==> src/rtl/sce_pkg.sv <==
// Shared constants and types for the speech command executor link
package sce_pkg;
  // --------------------------------------------------------------
  // Command opcodes
  // --------------------------------------------------------------
  localparam logic [7:0] OP_STOP      = 8'h00;
  localparam logic [7:0] OP_PLAY      = 8'h03;
  localparam logic [7:0] OP_RECORD    = 8'h0c;
  localparam logic [7:0] OP_SLEEP     = 8'h1a;
  localparam logic [7:0] OP_SUSPEND   = 8'h1c;
  localparam logic [7:0] OP_CONTINUE  = 8'h1d;
  localparam logic [7:0] OP_VOCAB     = 8'h29;
  localparam logic [7:0] OP_WIPE      = 8'h2a;
  localparam logic [7:0] OP_DET_CLEAR = 8'h2c;

  // --------------------------------------------------------------
  // Detector clear mask bits and detector vector layout
  // --------------------------------------------------------------
  localparam int DCM_TONE   = 0;
  localparam int DCM_ENERGY = 4;
  localparam int DCM_VOX    = 5;
  localparam int DCM_DTMF   = 6;
  localparam logic [7:0] DCM_VALID = 8'h71;
  localparam logic [7:0] DET_ALL   = 8'h71;

  // --------------------------------------------------------------
  // Error and event word bits
  // --------------------------------------------------------------
  localparam int ERR_BAD_ARG = 0;
  localparam int ERR_INVALID = 1;
  localparam int EV_COMPLETE = 0;
  localparam int EV_FULL     = 1;

  // --------------------------------------------------------------
  // Storage geometry
  // --------------------------------------------------------------
  localparam int          BLK_SHIFT  = 12;
  localparam logic [31:0] BLK_BYTES  = 32'h0000_1000;
  localparam logic [15:0] NUM_BLOCKS = 16'h0100;
  localparam int          FIFO_W     = 8;
  localparam int          FIFO_D     = 16;
  localparam logic [15:0] PLAY_LEN   = 16'h0040;

  typedef enum logic [2:0]
  {
    ST_RESET  = 3'b000,
    ST_IDLE   = 3'b001,
    ST_PLAY   = 3'b010,
    ST_RECORD = 3'b011,
    ST_VOCAB  = 3'b100,
    ST_SLEEP  = 3'b101
  } sce_state_t;

  typedef enum logic [1:0]
  {
    RATE_PCM = 2'b00,
    RATE_4K7 = 2'b01,
    RATE_6K7 = 2'b10,
    RATE_8K7 = 2'b11
  } sce_rate_t;
endpackage

==> src/rtl/sce_link_if.sv <==
// Byte link joining the host end and the device end
`timescale 1ns/1ps
interface sce_link_if;
  logic       cmd_valid;
  logic [7:0] cmd_byte;
  logic       cmd_ready;
  logic       reply_valid;
  logic [7:0] reply_byte;
  logic       host_attention_n;

  modport host
  (
    output cmd_valid,
    output cmd_byte,
    input  cmd_ready,
    input  reply_valid,
    input  reply_byte,
    input  host_attention_n
  );

  modport device
  (
    input  cmd_valid,
    input  cmd_byte,
    output cmd_ready,
    output reply_valid,
    output reply_byte,
    output host_attention_n
  );
endinterface

==> src/rtl/sce_device.sv <==
// Device end: decodes command bytes, echoes them, runs the command states
//
// Function
// - Vocab load: opcode, 4-byte length, data, echoed
// - Detectors suspended during vocab load
// - Too long vocab: bad argument, abort
// - Partly filled vocab block excluded from recording
// - Wipe erases all but bad/vocab blocks
// - Wipe accepted only in reset or idle
// - Host configures before wipe in reset
// - Play ends: completion event, attention low, idle
// - Play without message: invalid operation
// - Suspend pauses activity, state unchanged
// - Detectors stay active paused, playing, recording
// - Sleep from reset or idle powers down; next command resets detectors
// - Host services events before sleep
// - Record: tag, rate, runs until stop
// - Rate 0 PCM, 1-3 compressed rates
// - Memory full stops record, sets event
// - Message stamped with time and day
// - Caller info attached when enabled
// - Detector clear mask resets selected detectors
// - Host keeps reserved mask bits zero
// - Continue resumes suspended activity
// - Stop aborts command, returns to idle
`timescale 1ns/1ps
module sce_device
(
  input  wire logic                 clk,
  input  wire logic                 rst,
  sce_link_if.device                link,
  input  wire logic                 caller_info_attach_param,
  input  wire logic [15:0]          time_stamp,
  input  wire logic                 bad_block_hit,
  output sce_pkg::sce_state_t       state,
  output logic                      paused,
  output logic      [7:0]           detectors_on,
  output logic      [7:0]           detector_reset,
  output logic                      flash_wr_valid,
  output logic      [7:0]           flash_wr_data,
  input  wire logic                 flash_wr_ready,
  output logic      [15:0]          vocab_blocks,
  output logic      [15:0]          msg_tag,
  output sce_pkg::sce_rate_t        rec_rate,
  output logic      [15:0]          rec_stamp,
  output logic                      rec_caller_info,
  output logic                      wipe_pulse,
  output logic      [1:0]           error_word,
  output logic      [1:0]           event_word,
  input  wire logic                 event_ack
);
  import sce_pkg::*;

  // ----------------------------------------------------------------
  // State record
  // ----------------------------------------------------------------
  typedef struct packed {
    sce_state_t  st;
    logic        paused;
    logic        msg_defined;
    logic [2:0]  argc;
    logic [7:0]  opc;
    logic [31:0] len;
    logic [31:0] done;
    logic [15:0] vblk;
    logic [15:0] used;
    logic [15:0] play_cnt;
    logic [15:0] tag;
    sce_rate_t   rate;
    logic [15:0] stamp;
    logic        cid;
    logic [7:0]  det_rst;
    logic        wipe;
    logic        rv;
    logic [7:0]  rb;
    logic [1:0]  err;
    logic [1:0]  ev;
  } sce_dev_st_t;

  sce_dev_st_t s_r;
  sce_dev_st_t s_nxt;
  logic        take;
  logic        data_phase;
  logic        f_ready;
  logic [31:0] free_bytes;

  // Data bytes go to flash via the FIFO; a full FIFO stalls the link
  assign data_phase = (s_r.st == ST_VOCAB) && (s_r.argc == 3'd0);
  assign link.cmd_ready = data_phase ? f_ready : 1'b1;
  assign take = link.cmd_valid && link.cmd_ready;
  assign free_bytes = {16'h0000, NUM_BLOCKS - s_r.vblk} << BLK_SHIFT;

  sce_fifo #(.WIDTH(FIFO_W), .DEPTH(FIFO_D)) u_fifo
  (
    .clk       (clk),
    .rst       (rst),
    .in_valid  (link.cmd_valid && data_phase),
    .in_data   (link.cmd_byte),
    .in_ready  (f_ready),
    .out_valid (flash_wr_valid),
    .out_data  (flash_wr_data),
    .out_ready (flash_wr_ready)
  );

  // ----------------------------------------------------------------
  // Command execution
  // ----------------------------------------------------------------
  always_comb
  begin
    s_nxt = s_r;
    s_nxt.rv = 1'b0;
    s_nxt.det_rst = 8'h00;
    s_nxt.wipe = 1'b0;
    if (event_ack)
      s_nxt.ev = 2'b00;
    if (take)
    begin
      s_nxt.rv = 1'b1;
      s_nxt.rb = link.cmd_byte;
      if (s_r.st == ST_SLEEP)
      begin
        s_nxt.det_rst = DET_ALL;
        s_nxt.st = ST_IDLE;
      end
      else if (s_r.argc != 3'd0)
      begin
        s_nxt.argc = s_r.argc - 3'd1;
        if (s_r.opc == OP_VOCAB)
        begin
          s_nxt.len = {s_r.len[23:0], link.cmd_byte};
          if (s_r.argc == 3'd1)
          begin
            if (s_nxt.len > free_bytes)
            begin
              s_nxt.err[ERR_BAD_ARG] = 1'b1;
              s_nxt.st = ST_IDLE;
            end
            else if (s_nxt.len == 32'h0)
              s_nxt.st = ST_IDLE;
          end
        end
        else if (s_r.opc == OP_RECORD)
        begin
          if (s_r.argc == 3'd1)
          begin
            s_nxt.rate = sce_rate_t'(link.cmd_byte[1:0]);
            s_nxt.st = ST_RECORD;
            s_nxt.stamp = time_stamp;
            s_nxt.cid = caller_info_attach_param;
            s_nxt.msg_defined = 1'b1;
          end
          else
            s_nxt.tag = {s_r.tag[7:0], link.cmd_byte};
        end
        else
          s_nxt.det_rst = link.cmd_byte & DCM_VALID;
      end
      else if (data_phase)
      begin
        s_nxt.done = s_r.done + 32'h1;
        if (s_nxt.done == s_r.len)
        begin
          // Round up: a block with any vocab byte is lost
          s_nxt.vblk = s_r.vblk + 16'((s_r.len + BLK_BYTES - 32'h1)
                       >> BLK_SHIFT);
          s_nxt.st = ST_IDLE;
        end
      end
      else
      begin
        s_nxt.opc = link.cmd_byte;
        unique case (link.cmd_byte)
          OP_STOP:
          begin
            s_nxt.st = ST_IDLE;
            s_nxt.paused = 1'b0;
          end
          OP_PLAY:
            if (!s_r.msg_defined)
              s_nxt.err[ERR_INVALID] = 1'b1;
            else
            begin
              s_nxt.st = ST_PLAY;
              s_nxt.play_cnt = PLAY_LEN;
              s_nxt.paused = 1'b0;
            end
          OP_RECORD:
          begin
            s_nxt.argc = 3'd3;
            s_nxt.paused = 1'b0;
          end
          OP_SLEEP:
            if (s_r.st == ST_IDLE || s_r.st == ST_RESET)
            begin
              s_nxt.st = ST_SLEEP;
              s_nxt.ev = 2'b00;
            end
          OP_SUSPEND:
            s_nxt.paused = 1'b1;
          OP_CONTINUE:
            s_nxt.paused = 1'b0;
          OP_VOCAB:
          begin
            s_nxt.st = ST_VOCAB;
            s_nxt.argc = 3'd4;
            s_nxt.len = 32'h0;
            s_nxt.done = 32'h0;
          end
          OP_WIPE:
            if (s_r.st == ST_IDLE || s_r.st == ST_RESET)
            begin
              // Vocab and bad blocks survive; recordings go
              s_nxt.wipe = 1'b1;
              s_nxt.used = 16'h0;
              s_nxt.msg_defined = 1'b0;
              s_nxt.st = ST_IDLE;
            end
          OP_DET_CLEAR:
            s_nxt.argc = 3'd1;
          default:
            s_nxt.opc = s_r.opc;
        endcase
      end
    end
    else if (s_r.st == ST_PLAY && !s_r.paused)
    begin
      s_nxt.play_cnt = s_r.play_cnt - 16'h1;
      if (s_r.play_cnt == 16'h1)
      begin
        s_nxt.ev[EV_COMPLETE] = 1'b1;
        s_nxt.st = ST_IDLE;
      end
    end
    else if (s_r.st == ST_RECORD && !s_r.paused && !bad_block_hit)
    begin
      s_nxt.used = s_r.used + 16'h1;
      if (s_r.used + 16'h1 + s_r.vblk >= NUM_BLOCKS)
      begin
        s_nxt.ev[EV_FULL] = 1'b1;
        s_nxt.st = ST_IDLE;
      end
    end
  end

  always_ff @(posedge clk)
  begin
    if (rst)
      s_r <= '0;
    else
      s_r <= s_nxt;
  end

  // ----------------------------------------------------------------
  // Outputs
  // ----------------------------------------------------------------
  assign link.reply_valid      = s_r.rv;
  assign link.reply_byte       = s_r.rb;
  assign link.host_attention_n = (s_r.ev == 2'b00);
  assign state           = s_r.st;
  assign paused          = s_r.paused;
  // Off only while loading vocab or asleep; pause keeps them on
  assign detectors_on    = (s_r.st == ST_VOCAB || s_r.st == ST_SLEEP)
                           ? 8'h00 : DET_ALL;
  assign detector_reset  = s_r.det_rst;
  assign vocab_blocks    = s_r.vblk;
  assign msg_tag         = s_r.tag;
  assign rec_rate        = s_r.rate;
  assign rec_stamp       = s_r.stamp;
  assign rec_caller_info = s_r.cid;
  assign wipe_pulse      = s_r.wipe;
  assign error_word      = s_r.err;
  assign event_word      = s_r.ev;
endmodule

==> src/rtl/sce_fifo.sv <==
// Flip-flop FIFO with valid/ready on both sides
`timescale 1ns/1ps
module sce_fifo #(
  parameter int WIDTH = 8,
  parameter int DEPTH = 16
)
(
  input  wire logic             clk,
  input  wire logic             rst,
  input  wire logic             in_valid,
  input  wire logic [WIDTH-1:0] in_data,
  output logic                  in_ready,
  output logic                  out_valid,
  output logic      [WIDTH-1:0] out_data,
  input  wire logic             out_ready
);
  localparam int AW = $clog2(DEPTH);

  typedef struct packed {
    logic [DEPTH-1:0][WIDTH-1:0] mem;
    logic [AW-1:0]               wp;
    logic [AW-1:0]               rp;
    logic [AW:0]                 cnt;
  } sce_fifo_st_t;

  sce_fifo_st_t s_r;
  sce_fifo_st_t s_nxt;
  logic         push;
  logic         pop;

  assign in_ready  = (s_r.cnt != (AW+1)'(DEPTH));
  assign out_valid = (s_r.cnt != '0);
  assign out_data  = s_r.mem[s_r.rp];
  assign push      = in_valid && in_ready;
  assign pop       = out_valid && out_ready;

  always_comb
  begin
    s_nxt = s_r;
    if (push)
    begin
      s_nxt.mem[s_r.wp] = in_data;
      s_nxt.wp          = s_r.wp + 1'b1;
    end
    if (pop)
      s_nxt.rp = s_r.rp + 1'b1;
    if (push && !pop)
      s_nxt.cnt = s_r.cnt + 1'b1;
    else if (pop && !push)
      s_nxt.cnt = s_r.cnt - 1'b1;
  end

  always_ff @(posedge clk)
  begin
    if (rst)
      s_r <= '0;
    else
      s_r <= s_nxt;
  end
endmodule

==> src/flat_wrapper.sv <==
// flat-port wrapper written by rule: the top's interface ports become plain ports
module sce_device_flat import sce_pkg::*;
  (clk, rst, caller_info_attach_param, time_stamp, bad_block_hit, state, paused, detectors_on, detector_reset, flash_wr_valid, flash_wr_data, flash_wr_ready, vocab_blocks, msg_tag, rec_rate, rec_stamp, rec_caller_info, wipe_pulse, error_word, event_word, event_ack, link_cmd_valid, link_cmd_byte, link_cmd_ready, link_reply_valid, link_reply_byte, link_host_attention_n);
  sce_link_if link_i ();
  input  wire logic clk;
  input  wire logic rst;
  input  wire logic caller_info_attach_param;
  input  wire logic [15:0] time_stamp;
  input  wire logic bad_block_hit;
  output sce_pkg::sce_state_t state;
  output logic paused;
  output logic      [7:0] detectors_on;
  output logic      [7:0] detector_reset;
  output logic flash_wr_valid;
  output logic      [7:0] flash_wr_data;
  input  wire logic flash_wr_ready;
  output logic      [15:0] vocab_blocks;
  output logic      [15:0] msg_tag;
  output sce_pkg::sce_rate_t rec_rate;
  output logic      [15:0] rec_stamp;
  output logic rec_caller_info;
  output logic wipe_pulse;
  output logic      [1:0] error_word;
  output logic      [1:0] event_word;
  input  wire logic event_ack;
  input wire logic [$bits(link_i.cmd_valid)-1:0] link_cmd_valid;
  input wire logic [$bits(link_i.cmd_byte)-1:0] link_cmd_byte;
  output wire logic [$bits(link_i.cmd_ready)-1:0] link_cmd_ready;
  output wire logic [$bits(link_i.reply_valid)-1:0] link_reply_valid;
  output wire logic [$bits(link_i.reply_byte)-1:0] link_reply_byte;
  output wire logic [$bits(link_i.host_attention_n)-1:0] link_host_attention_n;
  assign link_i.cmd_valid = link_cmd_valid;
  assign link_i.cmd_byte = link_cmd_byte;
  assign link_cmd_ready = link_i.cmd_ready;
  assign link_reply_valid = link_i.reply_valid;
  assign link_reply_byte = link_i.reply_byte;
  assign link_host_attention_n = link_i.host_attention_n;
  sce_device u_core (.clk(clk), .rst(rst), .link(link_i), .caller_info_attach_param(caller_info_attach_param), .time_stamp(time_stamp), .bad_block_hit(bad_block_hit), .state(state), .paused(paused), .detectors_on(detectors_on), .detector_reset(detector_reset), .flash_wr_valid(flash_wr_valid), .flash_wr_data(flash_wr_data), .flash_wr_ready(flash_wr_ready), .vocab_blocks(vocab_blocks), .msg_tag(msg_tag), .rec_rate(rec_rate), .rec_stamp(rec_stamp), .rec_caller_info(rec_caller_info), .wipe_pulse(wipe_pulse), .error_word(error_word), .event_word(event_word), .event_ack(event_ack));
endmodule
==> config.mk <==
export PLATFORM = sky130hd
export DESIGN_NAME = sce_device_flat
export DESIGN_NICKNAME = d
export VERILOG_FILES = /design/src/rtl/sce_pkg.sv /design/src/rtl/sce_link_if.sv /design/src/rtl/sce_device.sv /design/src/rtl/sce_fifo.sv /design/src/flat_wrapper.sv
export SDC_FILE = /design/constraint.sdc
export NUM_CORES = 1
export LEC_CHECK = 0
export ABC_AREA = 1
export BUFFER_PORTS_ARGS = -buffer_cell sky130_fd_sc_hd__buf_2
export CAP_MARGIN = 20
export CORE_UTILIZATION = 52
export CTS_CLUSTER_DIAMETER = 100
export DETAILED_ROUTE_END_ITERATION = 6
export PLACE_DENSITY = 0.8
export RECOVER_POWER = 25
export SYNTH_ARGS = -nofsm -noshare
export SYNTH_HDL_FRONTEND = slang
export SYNTH_SLANG_ARGS = --single-unit
==> constraint.sdc <==
create_clock -name clk -period 4.2 [get_ports clk]
set_input_delay 1.05 -clock clk [delete_from_list [all_inputs] [get_ports clk]]
set_output_delay 1.05 -clock clk [all_outputs]
set_load 0.01 [all_outputs]
Word-level counts from Yosys, hierarchy flattened
Index checks and enable logic that the tools add are counted.
{"block": "classes", "n_addsub": 13, "magnitude_cmp": 5, "n_mux": 82, "n_bitwise": 8, "n_reduce_logical": 54, "n_eq_ne": 42}
{"op": "$mux W32", "count": 6}
{"op": "$bwmux W128", "count": 1}
{"op": "$mux W16", "count": 8}
{"op": "$mux W43", "count": 2}
{"op": "$mux W67", "count": 1}
{"op": "$mux W64", "count": 1}
{"op": "$mux W3", "count": 17}
{"op": "$mux W44", "count": 1}
{"op": "$reduce_and A6 Y1", "count": 6}
{"op": "$mux W35", "count": 1}
{"op": "$add A16 B16 Y16", "count": 2}
{"op": "$add A32 B1 Y32 const B", "count": 1}
{"op": "$bmux W8 S4", "count": 1}
{"op": "$demux W8 S4", "count": 1}
{"op": "$eq A32 B32 Y1", "count": 1}
{"op": "$eq A8 B6 Y1 const B", "count": 4}
{"op": "$gt A32 B28 Y1", "count": 1}
{"op": "$logic_not A32 Y1", "count": 1}
{"op": "$add A28 B13 Y28 const B", "count": 1}
{"op": "$sub A28 B1 Y28 const B", "count": 1}
{"op": "$eq A8 B5 Y1 const B", "count": 3}
{"op": "$mux W8", "count": 3}
{"op": "$ne A2 B2 Y1 const B", "count": 11}
{"op": "$mux W7", "count": 3}
{"op": "53 further kinds", "count": 126}
{"block": "totals", "register_bits": 326, "inputBits": 31, "wordCells": 245, "output_inout_bits": 96}

Depth between registers and ports, before layout
Gate-level depths: netlist of run 1.
{"block": "depth", "depth_word": 8, "depth_mapped": 28, "ltp_nobuf": 28}

Hierarchy
Synthesis of run 1 repeated with hierarchy kept, for this count alone.
{"block": "hier_totals", "cells_unflattened": 3095, "hier_area_um2": 19767.7}
{"module": "sce_device", "seq_area_each_um2": 3623.5, "n_inst": 1, "area_per_inst_um2": 12094.1, "cells_each": 1848}
{"module": "sce_fifo", "seq_area_each_um2": 2822.7, "n_inst": 1, "area_per_inst_um2": 7673.6, "cells_each": 1247}

Worst setup path before layout of run 1
No wires, ideal clock.
{"block": "synth_timing", "path_kind": "reg2reg", "start": "reg u_core.s_r (netlist bit u_core.vocab_blocks[1])", "end": "reg u_core.s_r (netlist bit u_core.state[1])", "path_buffers": 0, "setup_time_ns": 0.113, "synth_period_minus_slack_ns": 3.423, "required_ns": 4.087, "path_slack_ns": 0.777, "stages_incl_launch_ff": 21, "arrival_ns": 3.310, "path_cell_list": "dfxtp_1 nor3_1 nand3_1 nor3_1 nand2_1 nand2_1 nand2_1 nor4_1 nor3b_1 xor2_1 ha_1 nand4_1 or2_2 nor2_1 a21oi_1 o21ai_0 a21oi_1 nor2_1 nand3_1 nor2_1 nor2_1"}
{"block": "synth_between", "elab_chain_len": 8, "elab_cells_between_ends": 13, "classes_between": "2 x add/sub; 2 x order compare; 1 x eq/ne; 6 x mux; 2 x reduce/logical"}
{"item": "from (decl)", "line": "sce_device.sv:80", "source": "sce_dev_st_t s_r;"}
{"item": "from (signal assigned)", "line": "sce_device.sv:250", "source": "s_r <= s_nxt;"}
{"item": "$sub A9 B16 Y16", "line": "sce_device.sv:91", "source": "assign free_bytes = {16'h0000, NUM_BLOCKS - s_r.vblk} << BLK_SHIFT;"}
{"item": "$gt A32 B28 Y1", "line": "sce_device.sv:133", "source": "if (s_nxt.len > free_bytes)"}
{"item": "$mux W3", "line": "sce_device.sv:133"}
{"item": "$mux W3", "line": "sce_device.sv:131", "source": "if (s_r.argc == 3'd1)"}
{"item": "$mux W3", "line": "sce_device.sv:128", "source": "if (s_r.opc == OP_VOCAB)"}
{"item": "$mux W3", "line": "sce_device.sv:125", "source": "else if (s_r.argc != 3'd0)"}
{"item": "$mux W3", "line": "sce_device.sv:120", "source": "if (s_r.st == ST_SLEEP)"}
{"item": "$mux W3", "line": "sce_device.sv:116", "source": "if (take)"}
Several ways; a longest one is shown, not always the timed one. The select of a mux whose other input is x is not followed.
A chain may end at the register's enable or synchronous reset.

Worst setup path in the final report of run 1
Same ends and word-level chain as after synthesis.

==> impl_metrics.tcl, run 1 <==
set metrics [dict create \
    worst_hold_path.endpoint "u_core.u_fifo.s_r[42]" \
    critical_path_class "flop to flop" \
    maxCapViolCount 0 \
    rsz0062_at_grt "false" \
    final_cells 3208 \
    cp_slowest_stage_delay_ns 0.39 \
    die_y_um 191 \
    slew_violations 0 \
    netlist_top_cells_area "dfxtp_1 35%, nand2_1 9.1%, a21oi_1 9.0%" \
    die_w_um 191 \
    min_path_type "flop to flop" \
    yosysTopAreaCell "dfxtp_1" \
    vias_per_cell 5.65 \
    wl_per_cell_um 16.2 \
    final_hold_viol_count 0 \
    crit_family "simple AND/OR/NAND/NOR gates" \
    relSlewSlack 0.132 \
    htree_levels 2 \
    arrival_ns 4.33 \
    reg2reg_depth 22 \
    hp-start "u_core.u_fifo.s_r[42]" \
    yosysWarnings 0 \
    num_io_pins 127 \
    yosysSeqAreaShare 0.348 \
    fin_crit_ns 3.84 \
    crit_fanout 7 \
    powerDensity_nw_per_um2 435 \
    worst_pin_slew_ns 1.30 \
    ys_types 54 \
    grt_max_degree 110 \
    p_leak_nw 8.20 \
    yosys-top-cells-count "448 x nand2_1, 332 x a21oi_1, 322 x dfxtp_1, 295 x nor2_1, 293 x inv_1" \
    clock.fmax_mhz 260 \
    drt.antenna.violating_nets 0 \
    dieArea_um2 36400 \
    io_buffers 118 \
    synth.top_cell.area_share 0.348 \
    place.gp.congestion 0.927 \
    timing.setup.tns_ns 0 \
    drc 0 \
    insertion_delay_ns 0.57 \
    grt_pass1_wl_um 84000 \
    rows 68 \
    regArea_um2 6450 \
    syn_area_per_cell_um2 6.78 \
    ys.flop_type "dfxtp_1" \
    grt_antenna_before_repair 1 \
    dp.cells 3139 \
    n_fill_cell 3294 \
    finalCritPeriodShare 0.914 \
    netlist_area_um2 18500 \
    finalWirelength_um 52000 \
    finalClockSkew_ns 0.0269 \
    path_buf_inv 1 \
    dp_hpwl_um 37100 \
    async_reset_ff_frac 0 \
    drt_iter0_markers 1612 \
    required_ns 4.69 \
    nNetsFinal 2822 \
    status "completed" \
    antenna_cells 0 \
    area_growth_pct 8.14 \
    cts_setup_buffers 0 \
    clockBufferDepth 3 \
    core_region_area_um2 34800 \
    ys_seq_elements 322 \
    clk_pin_slew_ns 0.06 \
    cp_slowest_cell "dfxtp_1" \
    whs_path_depth 2 \
    synth_edf_count 0 \
    drtPass1Iterations 7 \
    multi_input_area_um2 9900 \
    final_util 0.576 \
    num_vias 18137 \
    start_util 0.533 \
    synth.most_common_cell "nand2_1" \
    drive_gt1_frac 0.0657 \
    cts_buffers 38 \
    finalSetupViolCount 0 \
    grt-ovfl-total 0 \
    cp_cell_sequence "inv_1, ha_1, nand4_1, nor2_1, nand3b_1, nand2_1, nand2_1, nor3_2, nor3b_1, xor2_1, ha_1, nand4_1, or2_2, nor2_1, a21oi_1, o21ai_0, a21oi_1, nor2_1, nand3_1, nand2_1, nand2_1, nor2_1" \
    synth_cells 2734 \
    grt_pass1_vias 16901 \
    cts_tree "done" \
    endpoint_kind "flop" \
    reg2reg_from "u_core.vocab_blocks[1]" \
    cts_root_buf "clkbuf_16" \
    clkSinkCount 322 \
    ir_drop_v 0.000335 \
    r2r-end "u_core.state[1]" \
    r2r_slack_ns 0.36 \
    worstSetupStartpointType "flop" \
    grtUsageTotal 0.285 \
]
[where the power goes]
part,switching (mW),leakage [nW],total [mW],internal [mW]
Combinational,1.45,4.98,2.08,0.625
Clock,1.39,0.618,3.35,1.96
Sequential,0.112,2.60,3.30,3.19
[layer usage]
layer / GRT usage / wire (um)
met1: 0.359 / 21700
met2: 0.468 / 24400
met3: 0.0493 / 3610
met4: 0.138 / 2270
met5: 0 / 13
[through the flow]
step | power (mW) | cell area [um2] | hold WS (ns) | setup WS [ns]
detailed placement | 5.41 | 18800 | 0.433 | 0.269
finish | 8.72 | 20000 | 0.442 | 0.361
floorplan | 4.86 | 18600 | 0.420 | 0.777
global route | 9.15 | 20000 | 0.463 | 0.0236
CTS | 8.75 | 20100 | 0.442 | 0.229
global placement | 5.36 | 18800 | 0.429 | 0.538
[worst max path at each step]
stage	startpoint	to	slack (ns)	cells past startpoint
floorplan	u_core.vocab_blocks[1]	u_core.state[1]	0.78	20
global placement	u_core.vocab_blocks[1]	u_core.state[1]	0.54	21
detailed placement	u_core.vocab_blocks[0]	u_core.state[1]	0.27	21
CTS	u_core.vocab_blocks[0]	u_core.state[1]	0.23	21
global route	u_core.vocab_blocks[1]	u_core.state[1]	0.02	22
finish	u_core.vocab_blocks[1]	u_core.state[1]	0.36	22
[worst min-delay path, cell delays in order (launching register included)]
cell and delay [ns]:
dfxtp_1 0.30, inv_1 0.04, a21oi_1 0.05
[what timing repair did]
item                                    in CTS  in global routing
endpoints found under the setup margin       0                  4
hold buffers                                 0                  0
gates resized for setup                      0                  6
[cells by family (layout without fill, tap and decap cells)]
| kind of cell | Yosys count | after routing | synth area share |
|---|---|---|---|
| simple gates | 1085 | 1085 | 0.255 |
| compound gates | 694 | 694 | 0.202 |
| buf+inv | 508 | 520 | 0.121 |
| flops | 322 | 322 | 0.348 |
| fa+ha+maj | 67 | 67 | 0.0464 |
| xor+xnor | 57 | 57 | 0.0277 |
| other cells | 1 | 8 | 0.000202 |
[sequential cells by signal (all words and copies together), names as in the netlist, 2 cells and up]
name	cells
u_core.u_fifo.s_r	141
u_core.s_r	108
u_core.msg_tag	16
u_core.rec_stamp	16
u_core.vocab_blocks	16
u_core.link.reply_byte	8
u_core.detector_reset	4
u_core.state	3
u_core.error_word	2
u_core.event_word	2
u_core.rec_rate	2
[area by class of cell]
class,count,share of cell area
clock buffer,55,0.0546
tap,455,0.0284
sequential,322,0.322
timing repair buffer,144,0.0348
inverter,307,0.0577
multi-input combinational,1911,0.494
clock inverter,14,0.00918
[cell usage in the layout, fill, tap and decap left out, types with 37 or more instances in the layout]
| cell type | instances |
|---|---|
| a211oi_1 | 50 |
| a21oi_1 | 332 |
| buf_2 | 39 |
| clkbuf_1 | 88 |
| clkbuf_16 | 38 |
| dfxtp_1 | 322 |
| ha_1 | 64 |
| inv_1 | 292 |
| nand2_1 | 449 |
| nand3_1 | 171 |
| nor2_1 | 293 |
| nor3_1 | 72 |
| o21ai_0 | 255 |
| xor2_1 | 37 |
No activity file was read; power rests on OpenSTA's default activity.
==> inputs of run 2 (changes only) <==
--- a/config.mk
+++ b/config.mk
@@ -11,7 +11,7 @@
 export CORE_UTILIZATION = 52
 export CTS_CLUSTER_DIAMETER = 100
 export DETAILED_ROUTE_END_ITERATION = 6
-export PLACE_DENSITY = 0.8
+export PLACE_DENSITY_LB_ADDON = 0.08
 export RECOVER_POWER = 25
 export SYNTH_ARGS = -nofsm -noshare
 export SYNTH_HDL_FRONTEND = slang
==> run 2 against run 1 <==
Net effect:
- register-to-register slack is essentially flat
- first-iteration DRC count shrank 17%
- setup slack gained 0.0048 ns
- clock skew shrank 0.0071 ns
- sequential share of layout area shrank 0.17 points
- sequential power is essentially flat
- combinational power is essentially flat
- power grew 1.6%
- wire length grew 1.5%
- critical endpoint unchanged
- largest cell class unchanged
- largest power group unchanged
- highest routed layer is now met4
==> impl_metrics.tcl, run 2 (synthesis results as in run 1) <==
set metrics [dict create \
    status "completed" \
    pwr-share-comb 0.232 \
    drt_iter0_markers 1340 \
    largest_register "u_core.u_fifo.s_r" \
    grt_max_degree 86 \
    crit_family "simple AND/OR/NAND/NOR gates" \
    die_y_um 191 \
    place_worst_setup_slack_ns 0.231 \
    p_leak_nw 8.28 \
    drtPass1Iterations 5 \
    area_growth_pct 8.71 \
    dieArea_um2 36400 \
    reg2reg_depth 22 \
    htree_levels 2 \
    num_vias 17669 \
    crit_fanout 7 \
    dp_hpwl_um 37500 \
    grt_pass1_vias 16418 \
    relSlewSlack 0.0748 \
    final_util 0.579 \
    drt.antenna.violating_nets 0 \
    cp_slowest_cell "dfxtp_1" \
    worstSetupStartpointType "flop" \
    critPathLaunch "u_core.vocab_blocks[1]" \
    grt-ovfl-total 0 \
    grtUsageTotal 0.289 \
    drc 0 \
    clkSinkCount 322 \
    endpoint_kind "flop" \
    start_util 0.533 \
    cts_tree "done" \
    reg2reg_from "u_core.vocab_blocks[1]" \
    powerDensity_nw_per_um2 440 \
    rows 68 \
    grt_antenna_before_repair 0 \
    pwr-share-clk 0.395 \
    finalClockSkew_ns 0.0198 \
    min_path_type "flop to flop" \
    cp_slowest_stage_delay_ns 0.40 \
    mostFrequentLayoutCells "448 x nand2_1, 332 x a21oi_1, 322 x dfxtp_1" \
    fin_crit_ns 3.83 \
    p_sw_frac 0.327 \
    worst_pin_slew_ns 1.39 \
    wl_per_cell_um 16.4 \
    final_hold_viol_count 0 \
    vias_per_cell 5.50 \
    finalSetupViolCount 0 \
    mostFrequentLayoutCell "nand2_1" \
    maxCapViolCount 0 \
    cp_cell_sequence "inv_1, ha_1, nand4_1, nor2_1, nand3b_1, nand2_1, nand2_1, nor3_1, nor3b_2, xor2_1, ha_1, nand4_1, or2_2, nor2_1, a21oi_1, o21ai_0, a21oi_1, nor2_1, nand3_1, nand2_1, nand2_1, nor2_1" \
    fin_hold_ws_ns 0.441 \
    internal-power_mw 5.96 \
    cp.depth 22 \
    core_region_area_um2 34800 \
    place_area_um2 18900 \
    r2r-end "u_core.state[1]" \
    grt_pass1_wl_um 84900 \
    clock.fmax_mhz 261 \
    io_buffers 118 \
    crit_path_end "u_core.state[1]" \
    antenna_cells 0 \
    insertion_delay_ns 0.55 \
    arrival_ns 4.31 \
    finalCritPeriodShare 0.913 \
    drive_gt1_frac 0.0700 \
    cts_buffers 39 \
    place.gp.congestion 0.897 \
    clockBufferDepth 3 \
    cts_hold_buf 0 \
    r2r_slack_ns 0.37 \
    reg_top3 "u_core.u_fifo.s_r (141), u_core.s_r (108)" \
    critical_path_class "flop to flop" \
    finalWirelength_um 52800 \
    path_buf_inv 1 \
    pwr-share-seq 0.373 \
    cts_root_buf "clkbuf_16" \
    clk_pin_slew_ns 0.06 \
    largest_reg_flops 141 \
    power.switching_mw 2.90 \
    ir_drop_v 0.000446 \
    slew_violations 0 \
    num_io_pins 127 \
    fin_ws_ns 0.366 \
    final_cell_area_um2 20200 \
    nNetsFinal 2830 \
    required_ns 4.67 \
    die_w_um 191 \
]
-- run 2: changes by cell type in the layout (fill, tap and decap cells not counted), moves of 2 or more --
cell and delta:
clkbuf_1 -6, bufinv_16 +2, clkinv_2 +2, clkinv_4 -3, clkbuf_8 +3, buf_4 +6
-- run 2: how the worst min path moves through the flow --
stage	start	cells after the start	end	slack, ns
finish	u_core.u_fifo.s_r[104]	2	u_core.u_fifo.s_r[104]	0.44
global route	u_core.u_fifo.s_r[104]	2	u_core.u_fifo.s_r[104]	0.46
CTS	u_core.u_fifo.s_r[41]	2	u_core.u_fifo.s_r[41]	0.44
detailed placement	u_core.u_fifo.s_r[41]	2	u_core.u_fifo.s_r[41]	0.43
global placement	u_core.u_fifo.s_r[37]	2	u_core.u_fifo.s_r[37]	0.43
floorplan	u_core.u_fifo.s_r[101]	2	u_core.u_fifo.s_r[101]	0.42
-- run 2: power by group through the flow --
stage | logic (mW) | registers, mW | clock network (mW)
global placement | 2.03 | 3.36 | 0
finish | 2.06 | 3.30 | 3.50
floorplan | 1.53 | 3.33 | 0
CTS | 2.06 | 3.30 | 3.56
detailed placement | 2.05 | 3.36 | 0
global route | 2.31 | 3.31 | 3.68
-- run 2: worst reg2reg max path, stage by stage (launching register included) --
cell and delay (ns):
dfxtp_1 0.40, inv_1 0.15, ha_1 0.22, nand4_1 0.13, nor2_1 0.17, nand3b_1 0.13, nand2_1 0.08, nand2_1 0.09
nor3_1 0.27, nor3b_2 0.28, xor2_1 0.10, ha_1 0.31, nand4_1 0.07, or2_2 0.31, nor2_1 0.13, a21oi_1 0.08
o21ai_0 0.11, a21oi_1 0.12, nor2_1 0.20, nand3_1 0.17, nand2_1 0.09, nand2_1 0.05, nor2_1 0.13
-- run 2: area by class of cell --
class	instances	area, um2
inverter	307	1160
clock inverter	13	190
fill	3462	14600
multi-input combinational	1911	9900
timing repair buffer	151	748
tap	455	569
sequential	322	6450
clock buffer	54	1140
-- run 2: per-stage QoR --
stage	power, mW	setup TNS, ns	std cells
final	8.86	0	3213
after global routing	9.30	-0.0659	3213
after CTS	8.91	0	3213
after detailed placement	5.41	0	3146
after global placement	5.39	0	3146
after floorplan	4.86	0	2741
-- run 2: repair_timing --
| action | CTS | global route |
|---|---|---|
| hold endpoints to repair | 0 | 0 |
| buffers inserted | 0 | 0 |
| endpoints found under the setup margin | 0 | 4 |
| gates resized for setup | 0 | 6 |
-- run 2: layer usage --
layer  track usage  share of wire
met1         0.370           0.44
met2         0.496           0.48
met3        0.0388          0.059
met4        0.0951          0.026
met5             0              0
